## src/hw/bwc_pkg.sv

```systemverilog
// package: constants and types for the block write command handler
package bwc_pkg;
  // ****************************************
  // command codes and field positions
  // ****************************************
  localparam logic [7:0] OP_WRITE10   = 8'h2a;
  localparam logic [7:0] OP_WRITE12   = 8'haa;
  localparam int         MODE_MSB     = 7;
  localparam int         MODE_LSB     = 5;
  localparam int         CLP_BIT      = 4;
  localparam int         FMW_BIT      = 3;
  localparam int         CDB_BYTES    = 12;
  // ****************************************
  // protection check modes and types
  // ****************************************
  localparam logic [2:0] PCM_NONE     = 3'h0;
  localparam logic [2:0] PCM_ALL      = 3'h1;
  localparam logic [2:0] PCM_REF      = 3'h2;
  localparam logic [2:0] PCM_NOCHK    = 3'h3;
  localparam logic [2:0] PCM_GUARD    = 3'h4;
  localparam logic [2:0] PTYPE_1      = 3'h0;
  localparam logic [2:0] PTYPE_2      = 3'h1;
  localparam logic [31:0] REF_TYPE2   = 32'h0fff_ffff;
  localparam logic [15:0] APP_OWNED   = 16'hffff;
  localparam logic [15:0] CRC_POLY    = 16'h8bb7;
  localparam logic [15:0] CRC_INIT    = 16'h0000;
  // ****************************************
  // status and sense codes
  // ****************************************
  localparam logic [7:0] ST_GOOD      = 8'h00;
  localparam logic [7:0] ST_CHECK     = 8'h02;
  localparam logic [3:0] SK_NONE      = 4'h0;
  localparam logic [3:0] SK_ILLEGAL   = 4'h5;
  localparam logic [3:0] SK_ABORTED   = 4'hb;
  localparam logic [7:0] ASC_NONE     = 8'h00;
  localparam logic [7:0] ASC_BADFIELD = 8'h24;
  localparam logic [7:0] ASC_BADOP    = 8'h20;
  localparam logic [7:0] ASC_PI       = 8'h10;
  localparam logic [7:0] ASCQ_GUARD   = 8'h01;
  localparam logic [7:0] ASCQ_APP     = 8'h02;
  localparam logic [7:0] ASCQ_REF     = 8'h03;
  localparam logic [7:0] ASCQ_NONE    = 8'h00;
  localparam logic [1:0] RET_LOWEST   = 2'h0;
  localparam int         WORDS_PER_BLK = 128;
  typedef enum logic [5:0] {
    BWC_IDLE  = 6'b00_0001,
    BWC_DATA  = 6'b00_0010,
    BWC_PI    = 6'b00_0100,
    BWC_FLUSH = 6'b00_1000,
    BWC_DONE  = 6'b01_0000,
    BWC_SEEK  = 6'b10_0000
  } bwc_state_t;
endpackage

```

## src/hw/bwc_top.sv

```systemverilog
// block write command interpreter with protection generate and check
// What this block does
// - opcode 2Ah: lba bytes 2-5, count 7-8
// - opcode AAh: lba bytes 2-5, count 6-9
// - low priority bit forces lowest retention
// - force write: media done before good status
// - without force, good status may precede media
// - zero count seeks, moves nothing, no error
// - generated guard is crc over block
// - type 1 ref tag is low lba
// - type 2 ref tag is 0FFFFFFF
// - app tag FFFF when owner bit set
// - unformatted with nonzero mode is illegal
// - mode 000 device generates protection
// - mode 001 checks guard and ref
// - mode 010 checks ref only
// - mode 011 checks nothing
// - mode 100 checks guard only
// - modes 101-111 rejected as invalid field
// - failed check aborts with pi sense
module bwc_top import bwc_pkg::*; #(
  parameter int BLK_WORDS = WORDS_PER_BLK
) (
  input  wire logic         clk,
  input  wire logic         rst_n,
  input  wire logic         ce,
  input  wire logic [95:0]  cdb,
  input  wire logic         cdbValid,
  output logic              cdbReady,
  input  wire logic         protection_enabled,
  input  wire logic [2:0]   protectionType,
  input  wire logic         application_tag_owner,
  input  wire logic [1:0]   cfgRetention,
  input  wire logic [31:0]  hostData,
  input  wire logic         hostValid,
  output logic              hostReady,
  output logic [31:0]       mediaData,
  output logic              mediaValid,
  input  wire logic         mediaReady,
  input  wire logic         mediaFlushDone,
  output logic [31:0]       cmdLba,
  output logic              cmdSeek,
  output logic [1:0]        cmdRetention,
  output logic              cmdDone,
  output logic [7:0]        cmdStatus,
  output logic [3:0]        senseKey,
  output logic [7:0]        senseCode,
  output logic [7:0]        senseQual
);
  bwc_state_t  state;
  logic [7:0]  b [CDB_BYTES];
  logic [31:0] blocksLeft;
  logic [31:0] wordIdx;
  logic [31:0] curLba;
  logic [2:0]  mode;
  logic        forceWrite;
  logic        hostPi;
  logic        chkGuard;
  logic        chkRef;
  logic        piIdx;
  logic [15:0] crcVal;
  logic        crcClear;
  logic        crcStep;
  logic [31:0] piWord;
  logic [31:0] bufIn;
  logic        bufValid;
  logic        bufReady;
  logic        flushSync1;
  logic        flushSync2;
  logic        cmdIsW10;
  logic        cmdIsW12;
  logic        moveWord;
  logic        lastWord;
  logic [15:0] appTag;
  logic [31:0] refTag;

  // ****************************************
  // command block fields
  // ****************************************
  // byte 0 of the command block sits at the top end of the vector
  for (genvar i = 0; i < CDB_BYTES; i++) begin : g_byte
    assign b[i] = cdb[95-8*i -: 8];
  end
  // only the short and long write forms are decoded here
  assign cmdIsW10 = (b[0] == OP_WRITE10);
  assign cmdIsW12 = (b[0] == OP_WRITE12);

  // flush completion comes from the media side, outside this clock
  // two stages cost two cycles of latency but give a clean level
  always_ff @(posedge clk or negedge rst_n) begin
    if (!rst_n) begin
      flushSync1 <= 1'b0;
      flushSync2 <= 1'b0;
    end else if (ce) begin
      flushSync1 <= mediaFlushDone;
      flushSync2 <= flushSync1;
    end
  end

  // ****************************************
  // data path: host words, then generated or host pi
  // ****************************************
  // app tag is don't care when not owned; ffff chosen for both
  assign appTag = application_tag_owner ? APP_OWNED : APP_OWNED;
  // type 1 follows the block address, type 2 a fixed tag
  assign refTag = (protectionType == PTYPE_2) ? REF_TYPE2
                                             : curLba;
  // first pi word holds guard and app tag, the second the ref tag
  assign piWord = piIdx ? refTag : {crcVal, appTag};
  // generated pi words enter the buffer without a host handshake
  assign bufIn  = (state == BWC_PI) ? piWord : hostData;
  assign bufValid = (state == BWC_DATA && hostValid)
                 || (state == BWC_PI && !hostPi);
  // host pi words arrive in place of generated ones
  assign hostReady = ((state == BWC_DATA) || (state == BWC_PI && hostPi))
                   && bufReady;
  // one word moves per cycle when both ends agree
  assign moveWord = ce && (((state == BWC_DATA) && hostValid && bufReady)
                 || ((state == BWC_PI) && (hostPi ? hostValid : 1'b1)
                     && bufReady));
  // the word counter wraps at the end of each block's data
  assign lastWord = (wordIdx == 32'(BLK_WORDS - 1));
  // guard restarts after each block's second pi word; idle clears it as well
  assign crcClear = (state == BWC_IDLE) || (state == BWC_PI && moveWord
                                            && piIdx);
  assign crcStep  = (state == BWC_DATA) && moveWord;

  // ****************************************
  // guard crc and data buffer
  // ****************************************
  // the guard only ever sees host data words, never pi words
  bwc_crc u_crc (
    .clk   (clk),
    .rst_n (rst_n),
    .ce    (ce),
    .clear (crcClear),
    .step  (crcStep),
    .word  (hostData),
    .crc   (crcVal)
  );

  // stall at the media end backs up into host ready
  // two entries keep full rate while media ready toggles
  bwc_skid #(.W(32)) u_buf (
    .clk      (clk),
    .rst_n    (rst_n),
    .ce       (ce),
    .inData   ((state == BWC_PI && hostPi) ? hostData : bufIn),
    .inValid  (bufValid || (state == BWC_PI && hostPi && hostValid)),
    .inReady  (bufReady),
    .outData  (mediaData),
    .outValid (mediaValid),
    .outReady (mediaReady)
  );

  // ****************************************
  // command sequencer
  // ****************************************
  // one process owns the command state and its status outputs
  always_ff @(posedge clk or negedge rst_n) begin
    if (!rst_n) begin
      state        <= BWC_IDLE;
      cdbReady     <= 1'b0;
      blocksLeft   <= 32'h0000_0000;
      wordIdx      <= 32'h0000_0000;
      curLba       <= 32'h0000_0000;
      mode         <= PCM_NONE;
      forceWrite   <= 1'b0;
      hostPi       <= 1'b0;
      chkGuard     <= 1'b0;
      chkRef       <= 1'b0;
      piIdx        <= 1'b0;
      cmdLba       <= 32'h0000_0000;
      cmdSeek      <= 1'b0;
      cmdRetention <= RET_LOWEST;
      cmdDone      <= 1'b0;
      // status reads good until the first command ends
      cmdStatus    <= ST_GOOD;
      senseKey     <= SK_NONE;
      senseCode    <= ASC_NONE;
      senseQual    <= ASCQ_NONE;
    end else if (ce) begin
      // pulses drop back after one cycle unless set again below
      cmdDone  <= 1'b0;
      cmdSeek  <= 1'b0;
      cdbReady <= (state == BWC_IDLE);
      case (state)
        BWC_IDLE: begin
          if (cdbValid && cdbReady) begin
            // capture every field at the take; the block may change later
            cdbReady   <= 1'b0;
            mode       <= b[1][MODE_MSB:MODE_LSB];
            forceWrite <= b[1][FMW_BIT];
            cmdRetention <= b[1][CLP_BIT] ? RET_LOWEST
                                          : cfgRetention;
            curLba     <= {b[2], b[3], b[4], b[5]};
            cmdLba     <= {b[2], b[3], b[4], b[5]};
            hostPi     <= (b[1][MODE_MSB:MODE_LSB] != PCM_NONE);
            chkGuard   <= (b[1][MODE_MSB:MODE_LSB] == PCM_ALL)
                       || (b[1][MODE_MSB:MODE_LSB] == PCM_GUARD);
            chkRef     <= (b[1][MODE_MSB:MODE_LSB] == PCM_ALL)
                       || (b[1][MODE_MSB:MODE_LSB] == PCM_REF);
            wordIdx    <= 32'h0000_0000;
            piIdx      <= 1'b0;
            cmdStatus  <= ST_GOOD;
            senseKey   <= SK_NONE;
            senseCode  <= ASC_NONE;
            senseQual  <= ASCQ_NONE;
            // the count is 16 bits in the short form, 32 in the long
            if (cmdIsW10) begin
              blocksLeft <= {16'h0000, b[7], b[8]};
            end else begin
              blocksLeft <= {b[6], b[7], b[8], b[9]};
            end
            // refusals skip the seek and go straight to status
            if (!cmdIsW10 && !cmdIsW12) begin
              cmdStatus <= ST_CHECK;
              senseKey  <= SK_ILLEGAL;
              senseCode <= ASC_BADOP;
              state     <= BWC_DONE;
            end else if (b[1][MODE_MSB:MODE_LSB] > PCM_GUARD
                         || (!protection_enabled
                             && b[1][MODE_MSB:MODE_LSB] != PCM_NONE)) begin
              cmdStatus <= ST_CHECK;
              senseKey  <= SK_ILLEGAL;
              senseCode <= ASC_BADFIELD;
              state     <= BWC_DONE;
            end else begin
              state <= BWC_SEEK;
            end
          end
        end
        BWC_SEEK: begin
          // a zero count still seeks but moves no data
          cmdSeek <= 1'b1;
          state   <= (blocksLeft == 32'h0000_0000) ? BWC_DONE : BWC_DATA;
        end
        BWC_DATA: begin
          if (moveWord) begin
            wordIdx <= wordIdx + 32'h0000_0001;
            if (lastWord) begin
              wordIdx <= 32'h0000_0000;
              // without protection a block ends with its last data word
              if (protection_enabled) begin
                state <= BWC_PI;
              end else begin
                blocksLeft <= blocksLeft - 32'h0000_0001;
                curLba     <= curLba + 32'h0000_0001;
                if (blocksLeft == 32'h0000_0001) begin
                  state <= forceWrite ? BWC_FLUSH : BWC_DONE;
                end
              end
            end
          end
        end
        BWC_PI: begin
          if (moveWord) begin
            piIdx <= ~piIdx;
            // a failed check ends the command; later words are ignored
            // guard sits in upper half of the first pi word
            if (!piIdx && chkGuard && hostData[31:16] != crcVal) begin
              cmdStatus <= ST_CHECK;
              senseKey  <= SK_ABORTED;
              senseCode <= ASC_PI;
              senseQual <= ASCQ_GUARD;
              state     <= BWC_DONE;
            end else if (piIdx && chkRef && hostData != refTag) begin
              cmdStatus <= ST_CHECK;
              senseKey  <= SK_ABORTED;
              senseCode <= ASC_PI;
              senseQual <= ASCQ_REF;
              state     <= BWC_DONE;
              // both pi words passed: the block is complete
            end else if (piIdx) begin
              blocksLeft <= blocksLeft - 32'h0000_0001;
              curLba     <= curLba + 32'h0000_0001;
              if (blocksLeft == 32'h0000_0001) begin
                state <= forceWrite ? BWC_FLUSH : BWC_DONE;
              end else begin
                state <= BWC_DATA;
              end
            end
          end
        end
        BWC_FLUSH: begin
          // good status held until media and buffer are both drained
          if (flushSync2 && !mediaValid) begin
            state <= BWC_DONE;
          end
        end
        BWC_DONE: begin
          // one-cycle done pulse; status holds until the next take
          cmdDone <= 1'b1;
          state   <= BWC_IDLE;
        end
        default: begin
          // an illegal state code recovers to idle
          state <= BWC_IDLE;
        end
      endcase
    end
  end
endmodule

```

## src/hw/bwc_skid.sv

```systemverilog
// two-entry buffer with valid/ready on both sides
module bwc_skid import bwc_pkg::*; #(
  parameter int W = 32
) (
  input  wire logic         clk,
  input  wire logic         rst_n,
  input  wire logic         ce,
  input  wire logic [W-1:0] inData,
  input  wire logic         inValid,
  output logic              inReady,
  output logic [W-1:0]      outData,
  output logic              outValid,
  input  wire logic         outReady
);
  logic [W-1:0] mem [2];
  logic         wrPtr;
  logic         rdPtr;
  logic [1:0]   count;
  logic         push;
  logic         pop;

  // ****************************************
  // storage
  // ****************************************
  assign inReady  = (count != 2'd2);
  assign outValid = (count != 2'd0);
  assign outData  = mem[rdPtr];
  assign push     = inValid && inReady && ce;
  assign pop      = outValid && outReady && ce;

  // every pushed word is written into the entry at the write pointer
  always_ff @(posedge clk) begin
    if (push) begin
      mem[wrPtr] <= inData;
    end
  end

  // pointers and occupancy
  always_ff @(posedge clk or negedge rst_n) begin
    if (!rst_n) begin
      wrPtr <= 1'b0;
      rdPtr <= 1'b0;
      count <= 2'd0;
    end else begin
      if (push) begin
        wrPtr <= ~wrPtr;
      end
      if (pop) begin
        rdPtr <= ~rdPtr;
      end
      count <= count + 2'(push) - 2'(pop);
    end
  end
endmodule

```

## src/hw/bwc_crc.sv

```systemverilog
// guard crc accumulator over 32-bit words, msb first
module bwc_crc import bwc_pkg::*; (
  input  wire logic        clk,
  input  wire logic        rst_n,
  input  wire logic        ce,
  input  wire logic        clear,
  input  wire logic        step,
  input  wire logic [31:0] word,
  output logic [15:0]      crc
);
  logic [15:0] next_crc;

  // one word folds in per step; a loop keeps the per-bit logic compact
  always_comb begin
    next_crc = crc;
    for (int i = 31; i >= 0; i--) begin
      if (next_crc[15] ^ word[i]) begin
        next_crc = {next_crc[14:0], 1'b0} ^ CRC_POLY;
      end else begin
        next_crc = {next_crc[14:0], 1'b0};
      end
    end
  end

  // accumulator
  always_ff @(posedge clk or negedge rst_n) begin
    if (!rst_n) begin
      crc <= CRC_INIT;
    end else if (ce) begin
      if (clear) begin
        crc <= CRC_INIT;
      end else if (step) begin
        crc <= next_crc;
      end
    end
  end
endmodule

```

## config.mk

```make
export PLATFORM = sky130hd
export DESIGN_NAME = bwc_top
export DESIGN_NICKNAME = d
export VERILOG_FILES = /design/src/hw/bwc_pkg.sv /design/src/hw/bwc_top.sv /design/src/hw/bwc_skid.sv /design/src/hw/bwc_crc.sv
export SDC_FILE = /design/constraint.sdc
export NUM_CORES = 1
export LEC_CHECK = 0
export BUFFER_PORTS_ARGS = -buffer_cell sky130_fd_sc_hd__clkbuf_2
export CORE_ASPECT_RATIO = 1.5
export CORE_MARGIN = 8
export CORE_UTILIZATION = 58
export DETAILED_ROUTE_END_ITERATION = 10
export PLACE_DENSITY = 0.82
export SLEW_MARGIN = 20
export SYNTH_ARGS = -nofsm -noshare
export SYNTH_HDL_FRONTEND = slang
export SYNTH_SLANG_ARGS = --single-unit
```

## constraint.sdc

```tcl
create_clock -name clk -period 5.2 [get_ports clk]
set_clock_uncertainty 0.2 [all_clocks]
set_input_delay 0.78 -clock clk [delete_from_list [all_inputs] [get_ports clk]]
set_output_delay 0.78 -clock clk [all_outputs]
set_load 0.05 [all_outputs]
```

==> results of run 1 <==
## state kept, by name (all words and copies together) (netlist names), 2 cells and up
register      flops
cmdLba           32
state             6
u_buf.mem        64
cmdRetention      2
senseKey          2
u_crc.crc        16
wordIdx          32
senseCode         2
blocksLeft       32
u_buf.count       2
curLba           32
## worst max path at each step
stage | start | to | depth (start not counted)
6_report | u_crc.crc[15] | u_crc.crc[15] | 11
5_1_grt | u_crc.crc[15] | u_crc.crc[15] | 11
4_1_cts | u_crc.crc[15] | u_crc.crc[15] | 11
3_5_place_dp | hostData[23] | u_crc.crc[15] | 12
3_3_place_gp | hostData[23] | u_crc.crc[15] | 12
2_1_floorplan | hostData[31] | u_crc.crc[15] | 12
## layer usage
| metal | GRT usage [%] | share of wire [%] | vias up |
|---|---|---|---|
| li1 | - | - | 5756 |
| met1 | 30.2 | 36 | 6032 |
| met2 | 49.4 | 52 | 615 |
| met3 | 3.77 | 6.4 | 154 |
| met4 | 17.0 | 6.2 | 0 |
| met5 | 0 | 0 | - |
## cell usage after synthesis (16+ instances only)
cell type | number | area share (%)
dfrtp_1 | 171 | 29
o21ai_0 | 148 | 5.0
nand2_1 | 131 | 3.3
nor2_1 | 123 | 3.1
xnor2_1 | 122 | 7.2
a21oi_1 | 96 | 3.2
mux2_2 | 76 | 5.7
clkbuf_1 | 71 | 1.8
edfxtp_1 | 64 | 13
nand3_1 | 52 | 1.7
xor2_1 | 50 | 2.9
nor3_1 | 32 | 1.1
inv_1 | 31 | 0.78
o22ai_1 | 30 | 1.3
buf_4 | 24 | 1.2
a22o_1 | 19 | 1.1
and3_1 | 17 | 0.71
or3_1 | 17 | 0.71
a2bb2oi_1 | 16 | 0.94
## logic make-up (layout without fill, tap and decap cells)
| family | Yosys count | count (layout) | share of synthesized area (%) |
|---|---|---|---|
| simple gates | 440 | 440 | 13.7 |
| compound gates | 379 | 379 | 15.2 |
| flops | 236 | 236 | 41.8 |
| xor+xnor | 224 | 224 | 18.0 |
| buf+inv | 135 | 327 | 4.11 |
| mux | 90 | 90 | 6.68 |
| fa+ha+maj | 6 | 6 | 0.504 |
| other cells | 1 | 20 | 0.0252 |
## through the flow
step | setup slack (ns) | instance area (µm²) | utilization [%] | cells
2_1_floorplan | 0.417 | 15000 | - | 1528
3_3_place_gp | 0.223 | 16300 | 64.1 | 2009
3_5_place_dp | 0.173 | 16300 | 64.1 | 2009
4_1_cts | 0.547 | 17200 | 67.3 | 2053
5_1_grt | 0.436 | 17200 | 67.3 | 2055
6_report | 0.561 | 17200 | 67.3 | 2055
## cell usage in the layout (no fill, tap or decap), types with 6 or more instances in the layout
cell type  count
mux2_2        76
a22o_1        19
edfxtp_1      64
nor4_1        14
xor2_1        50
o22ai_1       30
nor2_1       121
nand3_1       52
ha_1           6
and3_1        17
buf_4         47
xnor3_2        9
or3_1         17
xnor2_2        7
mux2i_1       14
o21ai_0      148
nand2_1      128
dfrtp_1      171
conb_1        18
nand2b_1       8
nand4_1       14
xor3_1         6
inv_1         31
and2_1         8
a22oi_1       13
clkbuf_2     201
clkbuf_8       6
a21oi_1       96
xnor2_1      122
xnor3_1       13
a2bb2oi_1     16
a31oi_1       11
nor3_1        32
clkbuf_16     25
xnor3_4        6
## final cells by class
cell class	count	area share, %
sequential	236	36.3
tap	333	2.43
clock buffer	33	4.17
timing repair buffer	252	8.33
clock inverter	11	0.554
multi-input combinational	1157	47.5
antenna	2	0.0292
inverter	31	0.678
## worst max-delay path, stage by stage (launching register included)
cell,delay (ns)
dfrtp_1,0.48
xnor2_1,0.29
xnor3_2,0.52
xnor3_2,0.48
xor3_1,0.52
xnor3_2,0.48
xor2_1,0.16
xnor3_4,0.40
xor2_4,0.21
xnor3_2,0.40
xnor2_1,0.15
a22o_1,0.22
==> metrics.txt, run 1 <==
outcome=complete, no violations; Fill cells=about 2000; vias per cell=slightly above 6; vias in the first global route=12800; CP startpoint kind=flop; Residual DRC=0; Top FF cell, synth=dfrtp_1; Crit Path Class=flop to flop; RSZ-0062 raised after global routing=no; Post-CTS Setup Bufs=0; Die Area=0.0312 mm²; Final nets=1850; setup TNS=0 ns; DRT iter0 DRCs=between 1000 and 1500; Area growth syn-to-layout=15.1%; Reg area=roughly 0.0062 mm²; CTS sink count=between 200 and 250; Post-synth EDFFs=64; std cell rows=72; Synth cell types=between 60 and 70; hpwl dp=around 33000 µm; Mean Syn Cell Area=9.87 µm²; length in cells of the worst reg-to-reg path=11; Hold WC Path Type=input pin to async pin; layout cells sized above 1=between 20% and 30%; Post-Synthesis Cells=roughly 1500; CP Capture Type=flop; crit path time final=4.64 ns; Setup-failing EPs final=0; crit-path max FO=4; Core ar.=about 0.025 mm²; Warnings, synthesis=0; number of antenna violations at the first check in global routing=2; largest net degree at the start of global routing=between 80 and 90; via count=around 13000; number of gates resized after cts=0; CTS root buffer=clkbuf_16; Routed Antenna Nets=0; Critical R2R Capture=u_crc.crc[15]; area occupied by multi-input gates=between 0.008 and 0.009 mm²; htree depth=1; Port Buffers=202; Critical Path AT=4.86 ns; Total Routing Usage GR=a little over a quarter; Initial Util=roughly three fifths; register area share after synthesis=a little over two fifths; Max Cap Viol=0; final slew viol count=0; #FFs+latches synth=between 200 and 250; Remaining Overflow, GRT=0; Fin Hold WS=0.100 ns; Ports=about 240; CTS tree=done; per-cell routed wire length=21.2 µm; Max Buffers Root-to-Sink=3; CTS Buf Count=24; asr flop ratio synth=72.9%; Routability Congestion=around 0.93; Critical R2R Launch=u_crc.crc[15]; first-pass GRT wire length=a little under 70000 µm; Routed WL=approximately 44000 µm; die height=212 µm; Final Hold Violating Endpoints=0; Post-Syn Area=between 0.01 and 0.015 mm²; Worst-Skew Late Latency=0.54 ns; die width=approximately 150 µm; drt first pass iters=6; worst-margin pin slew=about 1.1 ns; crit share post-route=89.2%; relative slew slack=slightly below 30%; CTS hold repair buffers=0; R2R setup slack=roughly 0.56 ns; Critical Path RT=roughly 5.4 ns; Peak Freq=about 220 MHz; Clock transition at path regs=~0.070 ns
Power of run 1 is not shown: default switching activity piles up to over one toggle a cycle in this logic, so the estimate is an artifact.
==> run 2: changes to the inputs <==
RECOVER_POWER = 100   (was not set)
==> run 2 against run 1 <==
The flow now finishes with violations (max-capacitance violations, max-slew violations); critical path depth up 1; die area unchanged; worst setup slack worse by 0.22 ns; final area down 1.1%; global-route usage unchanged; critical path type unchanged.
==> metrics.txt, run 2 (synthesis gave the netlist of run 1 again) <==
outcome=finished with violations; failing checks=max-capacitance violations, max-slew violations; commonest non-fill, non-tap cell in the layout=dfrtp_1; Top delay family on crit path=XOR/XNOR gates; Setup-failing EPs final=0 (unchanged); Routed Antenna Nets=0 (unchanged); Fill cells=2026 (+3.7%); relative slew slack=-52.2% (-81 points); Critical Path AT=5.08 ns (+0.22 ns); number of gates resized after cts=0 (unchanged); via count=12600 (+0.48%); Final nets=1850 (unchanged); Initial Util=58.5% (unchanged); vias per cell=6.14 (+0.48%); Clock transition at path regs=0.06 ns (about the same); CP Capture Type=flop; RSZ-0062 raised after global routing=no; Crit Path Class=flop to flop; Ports=241 (unchanged); Core ar.=0.0255 mm² (unchanged); Die Area=0.0312 mm² (unchanged); worst path cell trace=xnor2_1, xnor3_1, xnor3_1, xor2_1, xnor3_1, clkbuf_1, xnor2_1, xor2_1, xnor3_1, xnor2_1, xnor2_1, a22o_1; buffers plus inverters on the worst setup path=1 (+1); crit-path max FO=4 (unchanged); DRT iter0 DRCs=1043 (-4.0%); setup TNS=0 ns (unchanged); crit path time final=4.86 ns (+0.221 ns); per-cell routed wire length=21.2 µm (-0.25%); die width=147 µm (unchanged); first-pass GRT wire length=68000 µm (unchanged); layout cells sized above 1=18.2% (-5.8 points); max reg flops=64 (unchanged); Worst-Skew Late Latency=0.54 ns (about the same); Most flops, register=u_buf.mem; Area growth syn-to-layout=13.9%; worst-margin pin slew=2.28 ns (+1.22 ns); htree depth=1 (unchanged); CTS sink count=236 (unchanged); die height=212 µm (unchanged); Port Buffers=202 (unchanged); hpwl dp=32800 µm (unchanged); CTS Buf Count=24 (unchanged); most frequent cells in the layout=171 x dfrtp_1, 150 x o21ai_0, 129 x nand2_1, 123 x xnor2_1, 123 x clkbuf_2; Post-CTS Setup Bufs=0 (unchanged); Remaining Overflow, GRT=0 (unchanged); Total Routing Usage GR=27.5% (unchanged); std cell rows=72 (unchanged); Residual DRC=0 (unchanged); Critical Path RT=5.42 ns (about the same); CTS hold repair buffers=0 (unchanged); CP max-delay cell=xnor3_1; drt first pass iters=7 (+1); CTS root buffer=clkbuf_16; CTS tree=done; Peak Freq=206 MHz (-4.5%); Final Util=66.6% (-0.74 points); Routed WL=43500 µm (-0.25%); Max Buffers Root-to-Sink=3 (unchanged); Fin Hold WS=0.288 ns (+0.188 ns); final slew viol count=277 (+277); Routability Congestion=0.933 (unchanged); number of antenna violations at the first check in global routing=2 (unchanged); Final Hold Violating Endpoints=0 (unchanged); largest net degree at the start of global routing=88 (unchanged); crit share post-route=93.5% (+4.3 points); CP max stage delay=0.53 ns (about the same); vias in the first global route=12800 (unchanged); Max Cap Viol=6 (+6); CP startpoint kind=flop; Hold WC Path Type=input pin to flop
[run 2: final timing paths]
path | start | end | slack (ns) | depth (start not counted)
worst min register to register | cmdRetention[0] | cmdRetention[0] | 0.29 | 2
min in group asynchronous | rst_n | wordIdx[26] | 0.69 | 1
worst min-delay path | mediaFlushDone | flushSync1 | 0.29 | 2
worst max register to register | u_crc.crc[15] | u_crc.crc[11] | 0.34 | 12
worst max-delay path | u_crc.crc[15] | u_crc.crc[11] | 0.34 | 12
max in group asynchronous | rst_n | cmdLba[22] | 1.95 | 2
[run 2: worst register-to-register path, stage by stage, from the launching register on]
cell      delay, ns
dfrtp_1        0.49
xnor2_1        0.30
xnor3_1        0.52
xnor3_1        0.53
xor2_1         0.30
xnor3_1        0.48
clkbuf_1       0.21
xnor2_1        0.38
xor2_1         0.26
xnor3_1        0.48
xnor2_1        0.31
xnor2_1        0.11
a22o_1         0.18
[run 2: stage by stage]
step	cell area [µm²]	worst slack (ns)	cells
finish	17000	0.340	2055
CTS	17200	0.547	2053
global placement	16300	0.223	2009
floorplan	15000	0.417	1528
global route	17000	0.218	2055
detailed placement	16300	0.173	2009
[run 2: layout make-up]
class                           instances  area [µm²]  area share [%]
Clock inverter                         11        95.1           0.560
Sequential cell                       236        6230            36.7
Multi-Input combinational cell       1157        8120            47.8
Inverter                               31         116           0.685
Clock buffer                           33         716            4.22
Timing Repair Buffer                  252        1280            7.56
Antenna cell                            2        5.00          0.0295
Tap cell                              333         417            2.45
[run 2: metal layers]
metal | global-route usage (%) | wire, µm
met5 | 0 | 0
met4 | 17.0 | 2770
met3 | 3.77 | 2840
met2 | 49.4 | 22500
met1 | 30.2 | 15400
Power of run 2 is left out for the same reason.
